### src/prs_pkg.sv
// What this block does
// - Machine clock is oscillator divided by two
// - Four phases make one instruction cycle
// - Fetch next word while current one executes
// - Counter-changing instructions take two cycles
// - Thirteen-bit counter covers 8192 words per bank
// - Counter advances by one after each fetch
// - Transfers load the event's own target address
// - Taken skip discards prefetched word, dummy cycle
// - Low byte register at 06H; write jumps short
// - Every control transfer costs one dummy cycle
// - Sixteen ROM lines, program and wavetable types
// - Program address uses bank bits and counter
// - Timer 0 vector 008H, bank kept
// - Timer 1 vector 00CH, bank kept
// - Reset starts at address zero, bank zero
// - Program address is bank times 2^13 plus counter
// - Wave address is start shifted, low five zero
package prs_pkg;
    // Widths
    localparam int PC_W = 13;
    localparam int BANK_W = 2;
    localparam int ROM_AW = 16;
    localparam int WAVE_W = 11;
    localparam int WAVE_PAD = 5;
    localparam int INSTR_W = 16;
    // Machine clock division and phases per instruction cycle
    localparam int MCLK_DIV = 2;
    localparam int PHASES = 4;
    localparam int CYC_CLKS = MCLK_DIV * PHASES;
    // Register indices; byte address is four times the index
    localparam logic [5:0] REG_PCL_IDX = 6'h06;
    localparam logic [5:0] REG_BANK_IDX = 6'h1c;
    localparam logic [5:0] REG_STAT_IDX = 6'h20;
    // Vectors and reset values
    localparam logic [PC_W-1:0] VEC_RESET = 13'h0000;
    localparam logic [PC_W-1:0] VEC_TMR0 = 13'h0008;
    localparam logic [PC_W-1:0] VEC_TMR1 = 13'h000c;
    localparam logic [BANK_W-1:0] BANK_RESET = 2'h0;
    localparam logic [WAVE_PAD-1:0] WAVE_LOW = 5'h00;
    // Phase sequence, Gray coded
    typedef enum logic [1:0] {
        PH_FETCH = 2'b00,
        PH_LATCH = 2'b01,
        PH_WAVE = 2'b11,
        PH_LAST = 2'b10
    } prs_phase_e;
endpackage

### src/prs_phase_if.sv
`timescale 1ns/1ps
interface prs_phase_if;
    logic mclk;
    logic tick;
    prs_pkg::prs_phase_e phase;
    logic cyc_end;
    modport gen (output mclk, output tick, output phase, output cyc_end);
    modport use_ (input mclk, input tick, input phase, input cyc_end);
endinterface

### src/prs_phase_gen.sv
`timescale 1ns/1ps
module prs_phase_gen (
    // Clock and reset
    input wire logic clk_i,
    input wire logic resetn_i,
    // Phase outputs
    prs_phase_if.gen pif
);
    logic div_q;
    prs_pkg::prs_phase_e phase_q;
    prs_pkg::prs_phase_e phase_d;

    // Halve the oscillator
    always_ff @(posedge clk_i) begin
        if (!resetn_i) begin
            div_q <= 1'b0;
        end else begin
            div_q <= ~div_q;
        end
    end

    // Next phase in Gray order
    always_comb begin
        case (phase_q)
            prs_pkg::PH_FETCH: phase_d = prs_pkg::PH_LATCH;
            prs_pkg::PH_LATCH: phase_d = prs_pkg::PH_WAVE;
            prs_pkg::PH_WAVE: phase_d = prs_pkg::PH_LAST;
            prs_pkg::PH_LAST: phase_d = prs_pkg::PH_FETCH;
            default: phase_d = prs_pkg::PH_FETCH;
        endcase
    end

    // Advance one phase per machine clock
    always_ff @(posedge clk_i) begin
        if (!resetn_i) begin
            phase_q <= prs_pkg::PH_FETCH;
        end else if (div_q) begin
            phase_q <= phase_d;
        end
    end

    // Strobes toward the sequencer
    assign pif.mclk = div_q;
    assign pif.tick = div_q;
    assign pif.phase = phase_q;
    assign pif.cyc_end = div_q && (phase_q == prs_pkg::PH_LAST);
endmodule

### src/prs_sequencer.sv
// The Wishbone interface to the registers was decided locally.
`timescale 1ns/1ps
module prs_sequencer (
    // Clock and reset
    input wire logic CLK_I,
    input wire logic RESETN_I,
    // Wishbone slave
    input wire logic CYC_I,
    input wire logic STB_I,
    input wire logic WE_I,
    input wire logic [7:0] ADR_I,
    input wire logic [3:0] SEL_I,
    input wire logic [31:0] DAT_I,
    output logic [31:0] DAT_O,
    output logic ACK_O,
    // Shared ROM
    output logic [15:0] ROM_ADDR_O,
    output logic ROM_WAVE_O,
    input wire logic [15:0] ROM_DATA_I,
    // Execute unit requests
    input wire logic JUMP_I,
    input wire logic CALL_I,
    input wire logic [12:0] TARGET_I,
    input wire logic RET_I,
    input wire logic [12:0] STACK_TOP_I,
    input wire logic SKIP_I,
    input wire logic TMR0_IRQ_I,
    input wire logic TMR1_IRQ_I,
    // Instruction toward the execute unit
    output logic [15:0] INSTR_O,
    output logic INSTR_VALID_O,
    output logic CYC_END_O,
    output logic MCLK_O,
    output logic PUSH_O,
    output logic [12:0] PUSH_ADDR_O,
    output logic [1:0] IRQ_ACK_O,
    // Wavetable reads
    input wire logic WAVE_REQ_I,
    input wire logic [10:0] WAVE_START_I,
    output logic [15:0] WAVE_DATA_O,
    output logic WAVE_ACK_O
);
    localparam int PC_W = prs_pkg::PC_W;
    localparam int BANK_W = prs_pkg::BANK_W;

    prs_phase_if pif ();

    logic [PC_W-1:0] pc_q;
    logic [BANK_W-1:0] bank_q;
    logic [BANK_W-1:0] bank_pend_q;
    logic [15:0] fetch_q;
    logic exec_valid_q;
    logic pcl_pend_q;
    logic [7:0] pcl_data_q;
    logic wave_pend_q;
    logic [prs_pkg::WAVE_W-1:0] wave_st_q;
    logic wave_rd_q;
    logic ack_q;
    logic [31:0] dat_q;
    logic mclk_q;
    logic cyc_end_q;
    logic push_q;
    logic [PC_W-1:0] push_addr_q;
    logic [1:0] irq_ack_q;
    logic [15:0] wave_data_q;
    logic wave_ack_q;
    logic [15:0] rom_addr_q;
    logic rom_wave_q;

    logic fetch_tick;
    logic latch_tick;
    logic wave_tick;
    logic last_tick;
    logic do_jump;
    logic do_ret;
    logic do_skip;
    logic do_pcl;
    logic do_tmr0;
    logic do_tmr1;
    logic flush;
    logic bus_req;
    logic bus_wr;
    logic [5:0] bus_idx;

    // Program address: bank times 2^13 plus counter
    function automatic logic [15:0] prog_addr(
        input logic [BANK_W-1:0] bank,
        input logic [PC_W-1:0] pc
    );
        prog_addr = {1'b0, bank, pc};
    endfunction

    // Wave address: start on a 32-word boundary
    function automatic logic [15:0] wave_addr(
        input logic [prs_pkg::WAVE_W-1:0] st
    );
        wave_addr = {st, prs_pkg::WAVE_LOW};
    endfunction

    prs_phase_gen u_phase (
        .clk_i(CLK_I),
        .resetn_i(RESETN_I),
        .pif(pif.gen)
    );

    // Phase strobes
    assign fetch_tick = pif.tick && (pif.phase == prs_pkg::PH_FETCH);
    assign latch_tick = pif.tick && (pif.phase == prs_pkg::PH_LATCH);
    assign wave_tick = pif.tick && (pif.phase == prs_pkg::PH_WAVE);
    assign last_tick = pif.cyc_end;

    // Transfer decisions at the end of an instruction cycle
    assign do_jump = last_tick && exec_valid_q && (JUMP_I || CALL_I);
    assign do_ret = last_tick && exec_valid_q && RET_I && !do_jump;
    assign do_skip = last_tick && exec_valid_q && SKIP_I
                     && !do_jump && !do_ret;
    assign do_pcl = last_tick && pcl_pend_q && !do_jump && !do_ret;
    assign do_tmr0 = last_tick && exec_valid_q && TMR0_IRQ_I
                     && !do_jump && !do_ret && !do_skip && !do_pcl;
    assign do_tmr1 = last_tick && exec_valid_q && TMR1_IRQ_I
                     && !TMR0_IRQ_I && !do_jump && !do_ret
                     && !do_skip && !do_pcl;
    assign flush = do_jump || do_ret || do_skip || do_pcl
                   || do_tmr0 || do_tmr1;

    // Bus decode
    assign bus_req = CYC_I && STB_I && !ack_q;
    // Writes land at the edge where the master sees the acknowledge
    assign bus_wr = CYC_I && STB_I && WE_I && ack_q;
    assign bus_idx = ADR_I[7:2];

    // Sequence counter
    always_ff @(posedge CLK_I) begin
        if (!RESETN_I) begin
            pc_q <= prs_pkg::VEC_RESET;
        end else if (do_jump) begin
            pc_q <= TARGET_I;
        end else if (do_ret) begin
            pc_q <= STACK_TOP_I;
        end else if (do_pcl) begin
            pc_q <= {pc_q[PC_W-1:8], pcl_data_q};
        end else if (do_tmr0) begin
            pc_q <= prs_pkg::VEC_TMR0;
        end else if (do_tmr1) begin
            pc_q <= prs_pkg::VEC_TMR1;
        end else if (latch_tick) begin
            pc_q <= pc_q + 13'h0001;
        end
    end

    // Bank select, taken at a cycle boundary
    always_ff @(posedge CLK_I) begin
        if (!RESETN_I) begin
            bank_q <= prs_pkg::BANK_RESET;
            bank_pend_q <= prs_pkg::BANK_RESET;
        end else begin
            if (bus_wr && bus_idx == prs_pkg::REG_BANK_IDX && SEL_I[0]) begin
                bank_pend_q <= DAT_I[BANK_W-1:0];
            end
            if (last_tick) begin
                bank_q <= bank_pend_q;
            end
        end
    end

    // Pending low byte write
    always_ff @(posedge CLK_I) begin
        if (!RESETN_I) begin
            pcl_pend_q <= 1'b0;
            pcl_data_q <= 8'h00;
        end else if (bus_wr && bus_idx == prs_pkg::REG_PCL_IDX
                     && SEL_I[0]) begin
            pcl_pend_q <= 1'b1;
            pcl_data_q <= DAT_I[7:0];
        end else if (do_pcl) begin
            pcl_pend_q <= 1'b0;
        end
    end

    // Two-stage pipeline
    always_ff @(posedge CLK_I) begin
        if (!RESETN_I) begin
            fetch_q <= 16'h0000;
            INSTR_O <= 16'h0000;
            exec_valid_q <= 1'b0;
        end else begin
            if (latch_tick) begin
                fetch_q <= ROM_DATA_I;
            end
            if (last_tick) begin
                INSTR_O <= fetch_q;
                exec_valid_q <= !flush;
            end
        end
    end

    // Wave request holding
    always_ff @(posedge CLK_I) begin
        if (!RESETN_I) begin
            wave_pend_q <= 1'b0;
            wave_st_q <= 11'h000;
        end else if (WAVE_REQ_I) begin
            wave_pend_q <= 1'b1;
            wave_st_q <= WAVE_START_I;
        end else if (wave_tick) begin
            wave_pend_q <= 1'b0;
        end
    end

    // ROM address lines, two address types
    always_ff @(posedge CLK_I) begin
        if (!RESETN_I) begin
            rom_addr_q <= 16'h0000;
            rom_wave_q <= 1'b0;
            wave_rd_q <= 1'b0;
        end else begin
            if (fetch_tick) begin
                rom_addr_q <= prog_addr(bank_q, pc_q);
                rom_wave_q <= 1'b0;
            end else if (wave_tick && wave_pend_q) begin
                rom_addr_q <= wave_addr(wave_st_q);
                rom_wave_q <= 1'b1;
            end
            if (wave_tick) begin
                wave_rd_q <= wave_pend_q;
            end else if (last_tick) begin
                wave_rd_q <= 1'b0;
            end
        end
    end

    // Wave data return
    always_ff @(posedge CLK_I) begin
        if (!RESETN_I) begin
            wave_data_q <= 16'h0000;
            wave_ack_q <= 1'b0;
        end else begin
            wave_ack_q <= last_tick && wave_rd_q;
            if (last_tick && wave_rd_q) begin
                wave_data_q <= ROM_DATA_I;
            end
        end
    end

    // Stack push and interrupt acknowledge
    always_ff @(posedge CLK_I) begin
        if (!RESETN_I) begin
            push_q <= 1'b0;
            push_addr_q <= 13'h0000;
            irq_ack_q <= 2'b00;
        end else begin
            push_q <= (do_jump && CALL_I) || do_tmr0 || do_tmr1;
            push_addr_q <= pc_q - 13'h0001;
            irq_ack_q <= {do_tmr1, do_tmr0};
        end
    end

    // Wishbone answer, one wait state
    always_ff @(posedge CLK_I) begin
        if (!RESETN_I) begin
            ack_q <= 1'b0;
            dat_q <= 32'h0000_0000;
        end else begin
            ack_q <= bus_req;
            dat_q <= 32'h0000_0000;
            if (bus_req && !WE_I) begin
                case (bus_idx)
                    prs_pkg::REG_PCL_IDX: dat_q <= {24'h0, pc_q[7:0]};
                    prs_pkg::REG_BANK_IDX: dat_q <= {30'h0, bank_q};
                    prs_pkg::REG_STAT_IDX:
                        dat_q <= {16'h0, exec_valid_q, bank_q, pc_q};
                    default: dat_q <= 32'h0000_0000;
                endcase
            end
        end
    end

    // Output registers
    always_ff @(posedge CLK_I) begin
        if (!RESETN_I) begin
            mclk_q <= 1'b0;
            cyc_end_q <= 1'b0;
        end else begin
            mclk_q <= pif.mclk;
            cyc_end_q <= last_tick;
        end
    end

    assign DAT_O = dat_q;
    assign ACK_O = ack_q;
    assign ROM_ADDR_O = rom_addr_q;
    assign ROM_WAVE_O = rom_wave_q;
    assign INSTR_VALID_O = exec_valid_q;
    assign CYC_END_O = cyc_end_q;
    assign MCLK_O = mclk_q;
    assign PUSH_O = push_q;
    assign PUSH_ADDR_O = push_addr_q;
    assign IRQ_ACK_O = irq_ack_q;
    assign WAVE_DATA_O = wave_data_q;
    assign WAVE_ACK_O = wave_ack_q;
endmodule

### config.mk
export PLATFORM = sky130hd
export DESIGN_NAME = prs_sequencer
export DESIGN_NICKNAME = d
export VERILOG_FILES = /design/src/prs_pkg.sv /design/src/prs_phase_if.sv /design/src/prs_phase_gen.sv /design/src/prs_sequencer.sv
export SDC_FILE = /design/constraint.sdc
export NUM_CORES = 1
export LEC_CHECK = 0
export BUFFER_PORTS_ARGS = -buffer_cell sky130_fd_sc_hd__clkbuf_2
export CAP_MARGIN = 30
export CORE_MARGIN = 10
export CORE_UTILIZATION = 46
export DETAILED_ROUTE_END_ITERATION = 10
export GPL_TIMING_DRIVEN = 0
export PLACE_DENSITY = 0.83
export SLEW_MARGIN = 30
export SYNTH_ARGS = -nofsm -noshare
export SYNTH_HDL_FRONTEND = slang
export SYNTH_HIERARCHICAL = 1
export SYNTH_SLANG_ARGS = --single-unit
### constraint.sdc
create_clock -name CLK_I -period 1.7 [get_ports CLK_I]
set_clock_uncertainty 0.05 [all_clocks]
set_input_delay 0.085 -clock CLK_I [delete_from_list [all_inputs] [get_ports CLK_I]]
set_output_delay 0.085 -clock CLK_I [all_outputs]
set_load 0.005 [all_outputs]
==> out/summary.txt, run 1 <==
Critical path origin - pc_q[1]
Worst Max-Slew Pin Slew - 0.7744 ns
clk root buf - clkbuf_16
relative slew slack - 48.37%
Final Setup Violations - 13
Setup Crit Path Kind - reg2reg
sequential share of the synthesized area - 45.38%
Yosys cell types - 70
Final ANT Viol Nets - 0
I/O Pins - 211
hpwl dp - 14300 um
Max IR drop VDD - 0.6103 mV
GRT overflow - 0
n_diodes - 0
Sw Share - 23.35%
initial antenna violation count - 0
max capacitance violation total - 0
Tmin final - 1.880 ns
CP delay by family, top - compound AO/OA/AOI/OAI gates
worst reg2reg setup slack - -0.18 ns
fin. max-slew vios - 0
GRT Total Usage - 21.61%
period utilization - 110.6%
stages on the worst setup path - 6
Worst Hold Launch - TARGET_I[9]
Final Hold Slack - 0.008346 ns
Gate power share - 10.5%
CP Launch Type - register
layout cells sized above 1 - 33.02%
DR vias - 6086
vias in the first global route - 6124
Worst R2R Path Depth - 6
Critical Path AT - 2.16 ns
Synthesis Warnings - 6
internal cell power - 6.231 mW
CP endpoint kind - register
Post-Route WL - 21050 um
die area - 0.01891 mm2
violated checks - negative setup slack
core area - 0.01340 mm2
CTS max path bufs - 2
Die X - 137.5 um
slack of the critical path - -0.1799 ns
Switch Pwr - 1.899 mW
worst path buffer plus inverter count - 0
Worst Setup EP - pc_q[6]
peak per-stage delay on the critical path - 0.36 ns
Clock Latency Late Sink - 0.42 ns
Vias per Instance - 5.315
Crit Reg-Reg Endpoint - pc_q[6]
total power draw - 8.130 mW
Synth Area per Inst - 9.233 um2
FP Rows - 42
initial core utilization - 47.40%
Num CTS Buffers - 17
DRC Markers - 0
die height - 137.5 um
HP Class - in2reg
Async S/R FF share, synth - 0%
status - complete, but fails checks
Hold Fails Final Rpt - 0
prevailing post-synth register cell - dfxtp_1
sequential share of power - 43.5%
Initial DRC Count - 465
Clock transition at path regs - 0.06 ns
Slowest cell on crit path - dfxtp_4
clock sinks - 144
Detailed Routing Iterations Pass 1 - 6
number of fill cells - 999
RSZ-0062 raised after global routing - true
Post-synth EDFFs - 0
CTS tree - yes
PwrDens - 899.8 mW/mm2
Post-Syn Area - 0.006352 mm2
Final Net Count - 1068
#FFs+latches synth - 144
largest net degree at the start of global routing - 19
crit-path cells - ha_2, nand3_2, or3_1, a211o_1, a21o_1, a31oi_1
Mapped Cells - 688
P_leak - 3.956 nW
H-tree depth - 4
worst r2r src - pc_q[1]
timing-limited maximum frequency - 532.0 MHz
CP Max Fanout - 5
port bufs - 165
Area Growth Syn to Fin - 42.23%
GP Congestion - 0.8883
Critical Path RT - 1.98 ns
first-pass GRT wire length - 31980 um
Wirelength per Cell - 18.38 um
power share of the clock group - 45.9%
placed cells by master (no fill, tap or decap), drive strengths merged, types with 8 or more instances in the layout:
cell	instances
a21boi	53
a21oi	20
and2	26
buf	51
clkbuf	216
conb	16
dfxtp	144
dlygate4sd3	53
mux2i	43
nand2	114
nand3	20
nor2	17
nor2b	37
nor3	8
o211a	12
o21ai	25
xor2	8
power by group through the flow:
stage | sequential, mW | clock, mW | combinational, mW
floorplan | 3.61 | 0 | 0.374
global placement | 3.61 | 0 | 0.653
detailed placement | 3.61 | 0 | 0.664
CTS | 3.53 | 3.75 | 0.809
global route | 3.55 | 3.93 | 0.932
finish | 3.54 | 3.74 | 0.857
worst min-delay path by stage:
| stage | to | slack (ns) | cells past startpoint |
|---|---|---|---|
| 4_1_cts | pc_q[9] | 0.008 | 4 |
| 6_report | pc_q[9] | 0.008 | 4 |
| 5_1_grt | pc_q[0] | 0.04 | 3 |
| 3_5_place_dp | WAVE_DATA_O[14] | 0.28 | 3 |
| 3_3_place_gp | pcl_data_q[3] | 0.27 | 3 |
| 2_1_floorplan | u_phase/pif.phase[1] | 0.16 | 1 |
final cells by class:
type / instances / area [um2] / share of cell area [%]
Buffer: 58 / 415.4 / 4.598
Clock buffer: 22 / 484.2 / 5.359
Clock inverter: 9 / 107.6 / 1.191
Inverter: 5 / 18.77 / 0.2077
Multi-Input combinational cell: 491 / 3342 / 36.99
Sequential cell: 144 / 2898 / 32.07
Tap cell: 176 / 220.2 / 2.437
Timing Repair Buffer: 240 / 1549 / 17.14
synth_stat cells, types with 4 or more instances:
library cell / count / area share [%]
clkbuf_1: 24 / 1.4
o21a_1: 4 / 0.47
o211a_1: 12 / 1.9
nor2_1: 17 / 1.0
buf_2: 11 / 0.87
or3_1: 4 / 0.39
mux2i_1: 43 / 6.8
nand2b_1: 4 / 0.39
o22ai_1: 4 / 0.39
o21ai_0: 23 / 1.8
dfxtp_1: 144 / 45
nand3_1: 19 / 1.5
and3_1: 6 / 0.59
a21oi_1: 15 / 1.2
inv_1: 4 / 0.24
a21boi_0: 50 / 5.9
a21o_1: 5 / 0.59
and2_1: 26 / 2.6
buf_4: 18 / 2.1
nand2_1: 114 / 6.7
a22oi_1: 4 / 0.47
nor3_1: 8 / 0.63
a31oi_1: 6 / 0.59
nor2b_1: 37 / 3.6
o211ai_1: 5 / 0.59
xor2_1: 8 / 1.1
routing by layer:
| layer | GRT usage (%) | share of wire [%] | vias to the layer above | wire, um |
|---|---|---|---|---|
| li1 | - | - | 2895 | - |
| met1 | 25.88 | 40 | 2872 | 8325 |
| met2 | 35.90 | 49 | 279 | 10300 |
| met3 | 6.082 | 9.1 | 40 | 1924 |
| met4 | 8.314 | 2.3 | 0 | 493 |
| met5 | 0 | 0 | - | 0 |
repair_timing:
action                                  in CTS  in global routing
gates resized for setup                     36                 39
cloned                                       1                  2
hold buffers                                53                  0
endpoints found under the setup margin      81                 72
endpoints found under the hold margin       70                  0
setup buffers                               16                  4
pin swaps                                   13                  6
metrics by stage:
step | std cells | utilization (%) | instance area [um2] | setup slack, ns | setup TNS [ns]
floorplan | 703 | - | 6437 | 0.006857 | 0
global placement | 1044 | 55.85 | 7483 | -0.2943 | -9.254
detailed placement | 1044 | 55.85 | 7483 | -0.3080 | -9.870
CTS | 1142 | 66.15 | 8865 | -0.07005 | -0.3357
global route | 1145 | 67.42 | 9035 | -0.2213 | -1.645
finish | 1145 | 67.42 | 9035 | -0.1799 | -0.6236
sequential cells by signal, summed over array words and instances, names as in the netlist, 8 cells and up:
| name | cells |
|---|---|
| DAT_O | 16 |
| INSTR_O | 16 |
| PUSH_ADDR_O | 13 |
| ROM_ADDR_O | 16 |
| WAVE_DATA_O | 16 |
| fetch_q | 16 |
| pc_q | 13 |
| pcl_data_q | 8 |
| wave_st_q | 11 |
kinds of logic (layout without fill, tap and decap cells):
kind of cell	Yosys count	count (layout)	synth area share, %
other	1	16	0.05903
AO/OA/AOI/OAI	154	154	17.79
flip-flops	144	144	45.38
buffers and inverters	69	334	6.263
AND/OR/NAND/NOR	264	265	21.82
adder cells (fa/ha/maj)	2	2	0.3939
XOR/XNOR	11	11	1.517
multiplexers	43	43	6.776
worst register-to-register path: cells and delay by family (launching register included):
kind                       cells  cell delay [ns]
AOI/OAI and AO/OA              3             0.71
adders and majority gates      1             0.20
DFF                            1             0.36
and+or+nand+nor                2             0.48
Power figures use the tool's default switching activity.
==> inputs of run 2 (changes only) <==
SETUP_SLACK_MARGIN = 0.3   (was not set)
==> run 2 against run 1 <==
The run still ends with negative setup slack left; critical path depth rose by 3; hold slack hardly changed; count of clock-buffer cells in the layout down 2; first-iteration DRC count up 1.3%; clock power decreased by 6.1%; sequential power about the same; register-to-register slack better by 0.08 ns; total power fell by 1.5%; cell count up 2.8%; core utilization grew 5.5 points; setup slack better by 0.076 ns; cell area increased by 8.2%; critical path type unchanged.
==> out/summary.txt, run 2 (synthesized netlist as in run 1, its figures left out) <==
Num CTS Buffers - 17
peak per-stage delay on the critical path - 0.38 ns
most frequent cells in the layout - clkbuf_2, dfxtp_1, nand2_1, dlygate4sd3_1, buf_4
Switch Pwr - 1.962 mW
final core occ - 72.96%
HP Class - in2reg
H-tree depth - 4
power share of the clock group - 43.9%
Critical Path AT - 2.07 ns
GP Congestion - 0.9412
CP Max Fanout - 6
Detailed Routing Iterations Pass 1 - 5
CP endpoint kind - register
total power draw - 8.005 mW
CP Launch Type - register
layout cells sized above 1 - 41.16%
violated checks - negative setup slack
I/O Pins - 211
Area Growth Syn to Fin - 53.91%
setup TNS - -0.7883 ns
most common cell after layout, fill and taps aside - clkbuf_2
port bufs - 165
Hold Fails Final Rpt - 0
RSZ-0062 raised after global routing - true
FP Rows - 42
Final Hold Slack - 0.008399 ns
Final ANT Viol Nets - 0
internal cell power - 6.044 mW
CTS max path bufs - 2
PwrDens - 818.8 mW/mm2
Final Net Count - 1101
status - complete, but fails checks
clock sinks - 144
GRT Total Usage - 22.84%
max capacitance violation total - 0
relative slew slack - 49.81%
Worst Max-Slew Pin Slew - 0.7529 ns
Vias per Instance - 5.442
hpwl dp - 14330 um
initial core utilization - 47.40%
vias in the first global route - 6319
Clock transition at path regs - 0.06 ns
P_leak - 4.323 nW
period utilization - 106.1%
die height - 137.5 um
Critical Path RT - 1.97 ns
n_diodes - 0
largest net degree at the start of global routing - 17
Die X - 137.5 um
GRT overflow - 0
sequential share of power - 44.3%
Wirelength per Cell - 19.41 um
Post-Route WL - 22840 um
DR vias - 6405
Worst path most repeated cell - buf_6
Area after DPL - 0.007649 mm2
fin. max-slew vios - 0
Initial DRC Count - 471
Tmin final - 1.804 ns
DRC Markers - 0
crit-path cells - nand2_4, nor2_4, buf_6, buf_6, buf_12, nand3_2, nand2_2, a211oi_2, o221a_1
Final Setup Violations - 17
Sw Share - 24.50%
clk root buf - clkbuf_16
CTS tree - yes
number of fill cells - 896
Final Cell Area - 0.009777 mm2
first-pass GRT wire length - 33680 um
core area - 0.01340 mm2
Gate power share - 11.9%
Clock Latency Late Sink - 0.43 ns
initial antenna violation count - 0
Setup Crit Path Kind - reg2reg
Max IR drop VDD - 0.6300 mV
timing-limited maximum frequency - 554.4 MHz
die area - 0.01891 mm2
slack of the critical path - -0.1038 ns
Slowest cell on crit path - dfxtp_4
run 2: cell count changes in the layout (fill, tap and decap cells not counted), moves of 8 or more:
cell and delta:
buf_6 +18, buf_4 +8, nand2_1 -28, o21ai_0 -8, a21boi_1 +29, a21boi_0 -36, nand2_4 +9, clkbuf_4 -8
nand2_2 +18
run 2: timing repair:
item / 4_1_cts / 5_1_grt
pin swaps: 26 / 21
gates cloned: 4 / 1
hold buffers: 51 / 1
hold endpoints to repair: 68 / 2
buffers inserted: 25 / 21
endpoints found under the setup margin: 116 / 109
resized for setup: 124 / 88
run 2: routing by layer:
layer  vias to the layer above  wire length, um  track usage [%]  part of all wire [%]
met1                      2995             8843            27.27                    39
met4                         0              854            10.13                   3.7
met2                       378            10820            37.07                    47
met5                         -                0                0                     0
met3                        80             2328            6.919                    10
li1                       2952                -                -                     -
run 2: cell type report:
cell class                      count  area [um2]  share of cell area [%]
Buffer                             64       604.3                   6.181
Clock buffer                       20       456.7                   4.671
Clock inverter                     10       88.84                  0.9086
Inverter                            5       21.27                  0.2176
Multi-Input combinational cell    490        3615                   36.97
Sequential cell                   144        2903                   29.69
Tap cell                          176       220.2                   2.252
Timing Repair Buffer              268        1868                   19.11
run 2: power groups by stage:
stage	combinational, mW	clock [mW]	sequential (mW)
global placement	0.678	0	3.61
floorplan	0.397	0	3.61
global route	1.02	3.65	3.55
CTS	0.856	3.50	3.54
finish	0.950	3.51	3.54
detailed placement	0.691	0	3.62
run 2: path summary, 6_finish.rpt:
path / startpoint / to / slack (ns) / cells past startpoint
worst min-delay path: STACK_TOP_I[9] / pc_q[9] / 0.008 / 4
worst min register to register: WAVE_DATA_O[5] / WAVE_DATA_O[5] / 0.40 / 2
worst max register to register: u_phase/pif.mclk / pc_q[11] / -0.10 / 9
worst max-delay path: u_phase/pif.mclk / pc_q[11] / -0.10 / 9
run 2: critical path: cells and delay by family, from the launching register on:
kind            cells  cell delay [ns]
compound gates      2             0.32
simple gates        4             0.61
flops               1             0.38
buf+inv             3             0.32
run 2: metrics by stage:
stage	cells	setup WS (ns)
2_1_floorplan	703	0.05509
3_5_place_dp	1044	-0.2638
3_3_place_gp	1044	-0.2518
6_report	1177	-0.1038
4_1_cts	1154	-0.09705
5_1_grt	1177	-0.1742
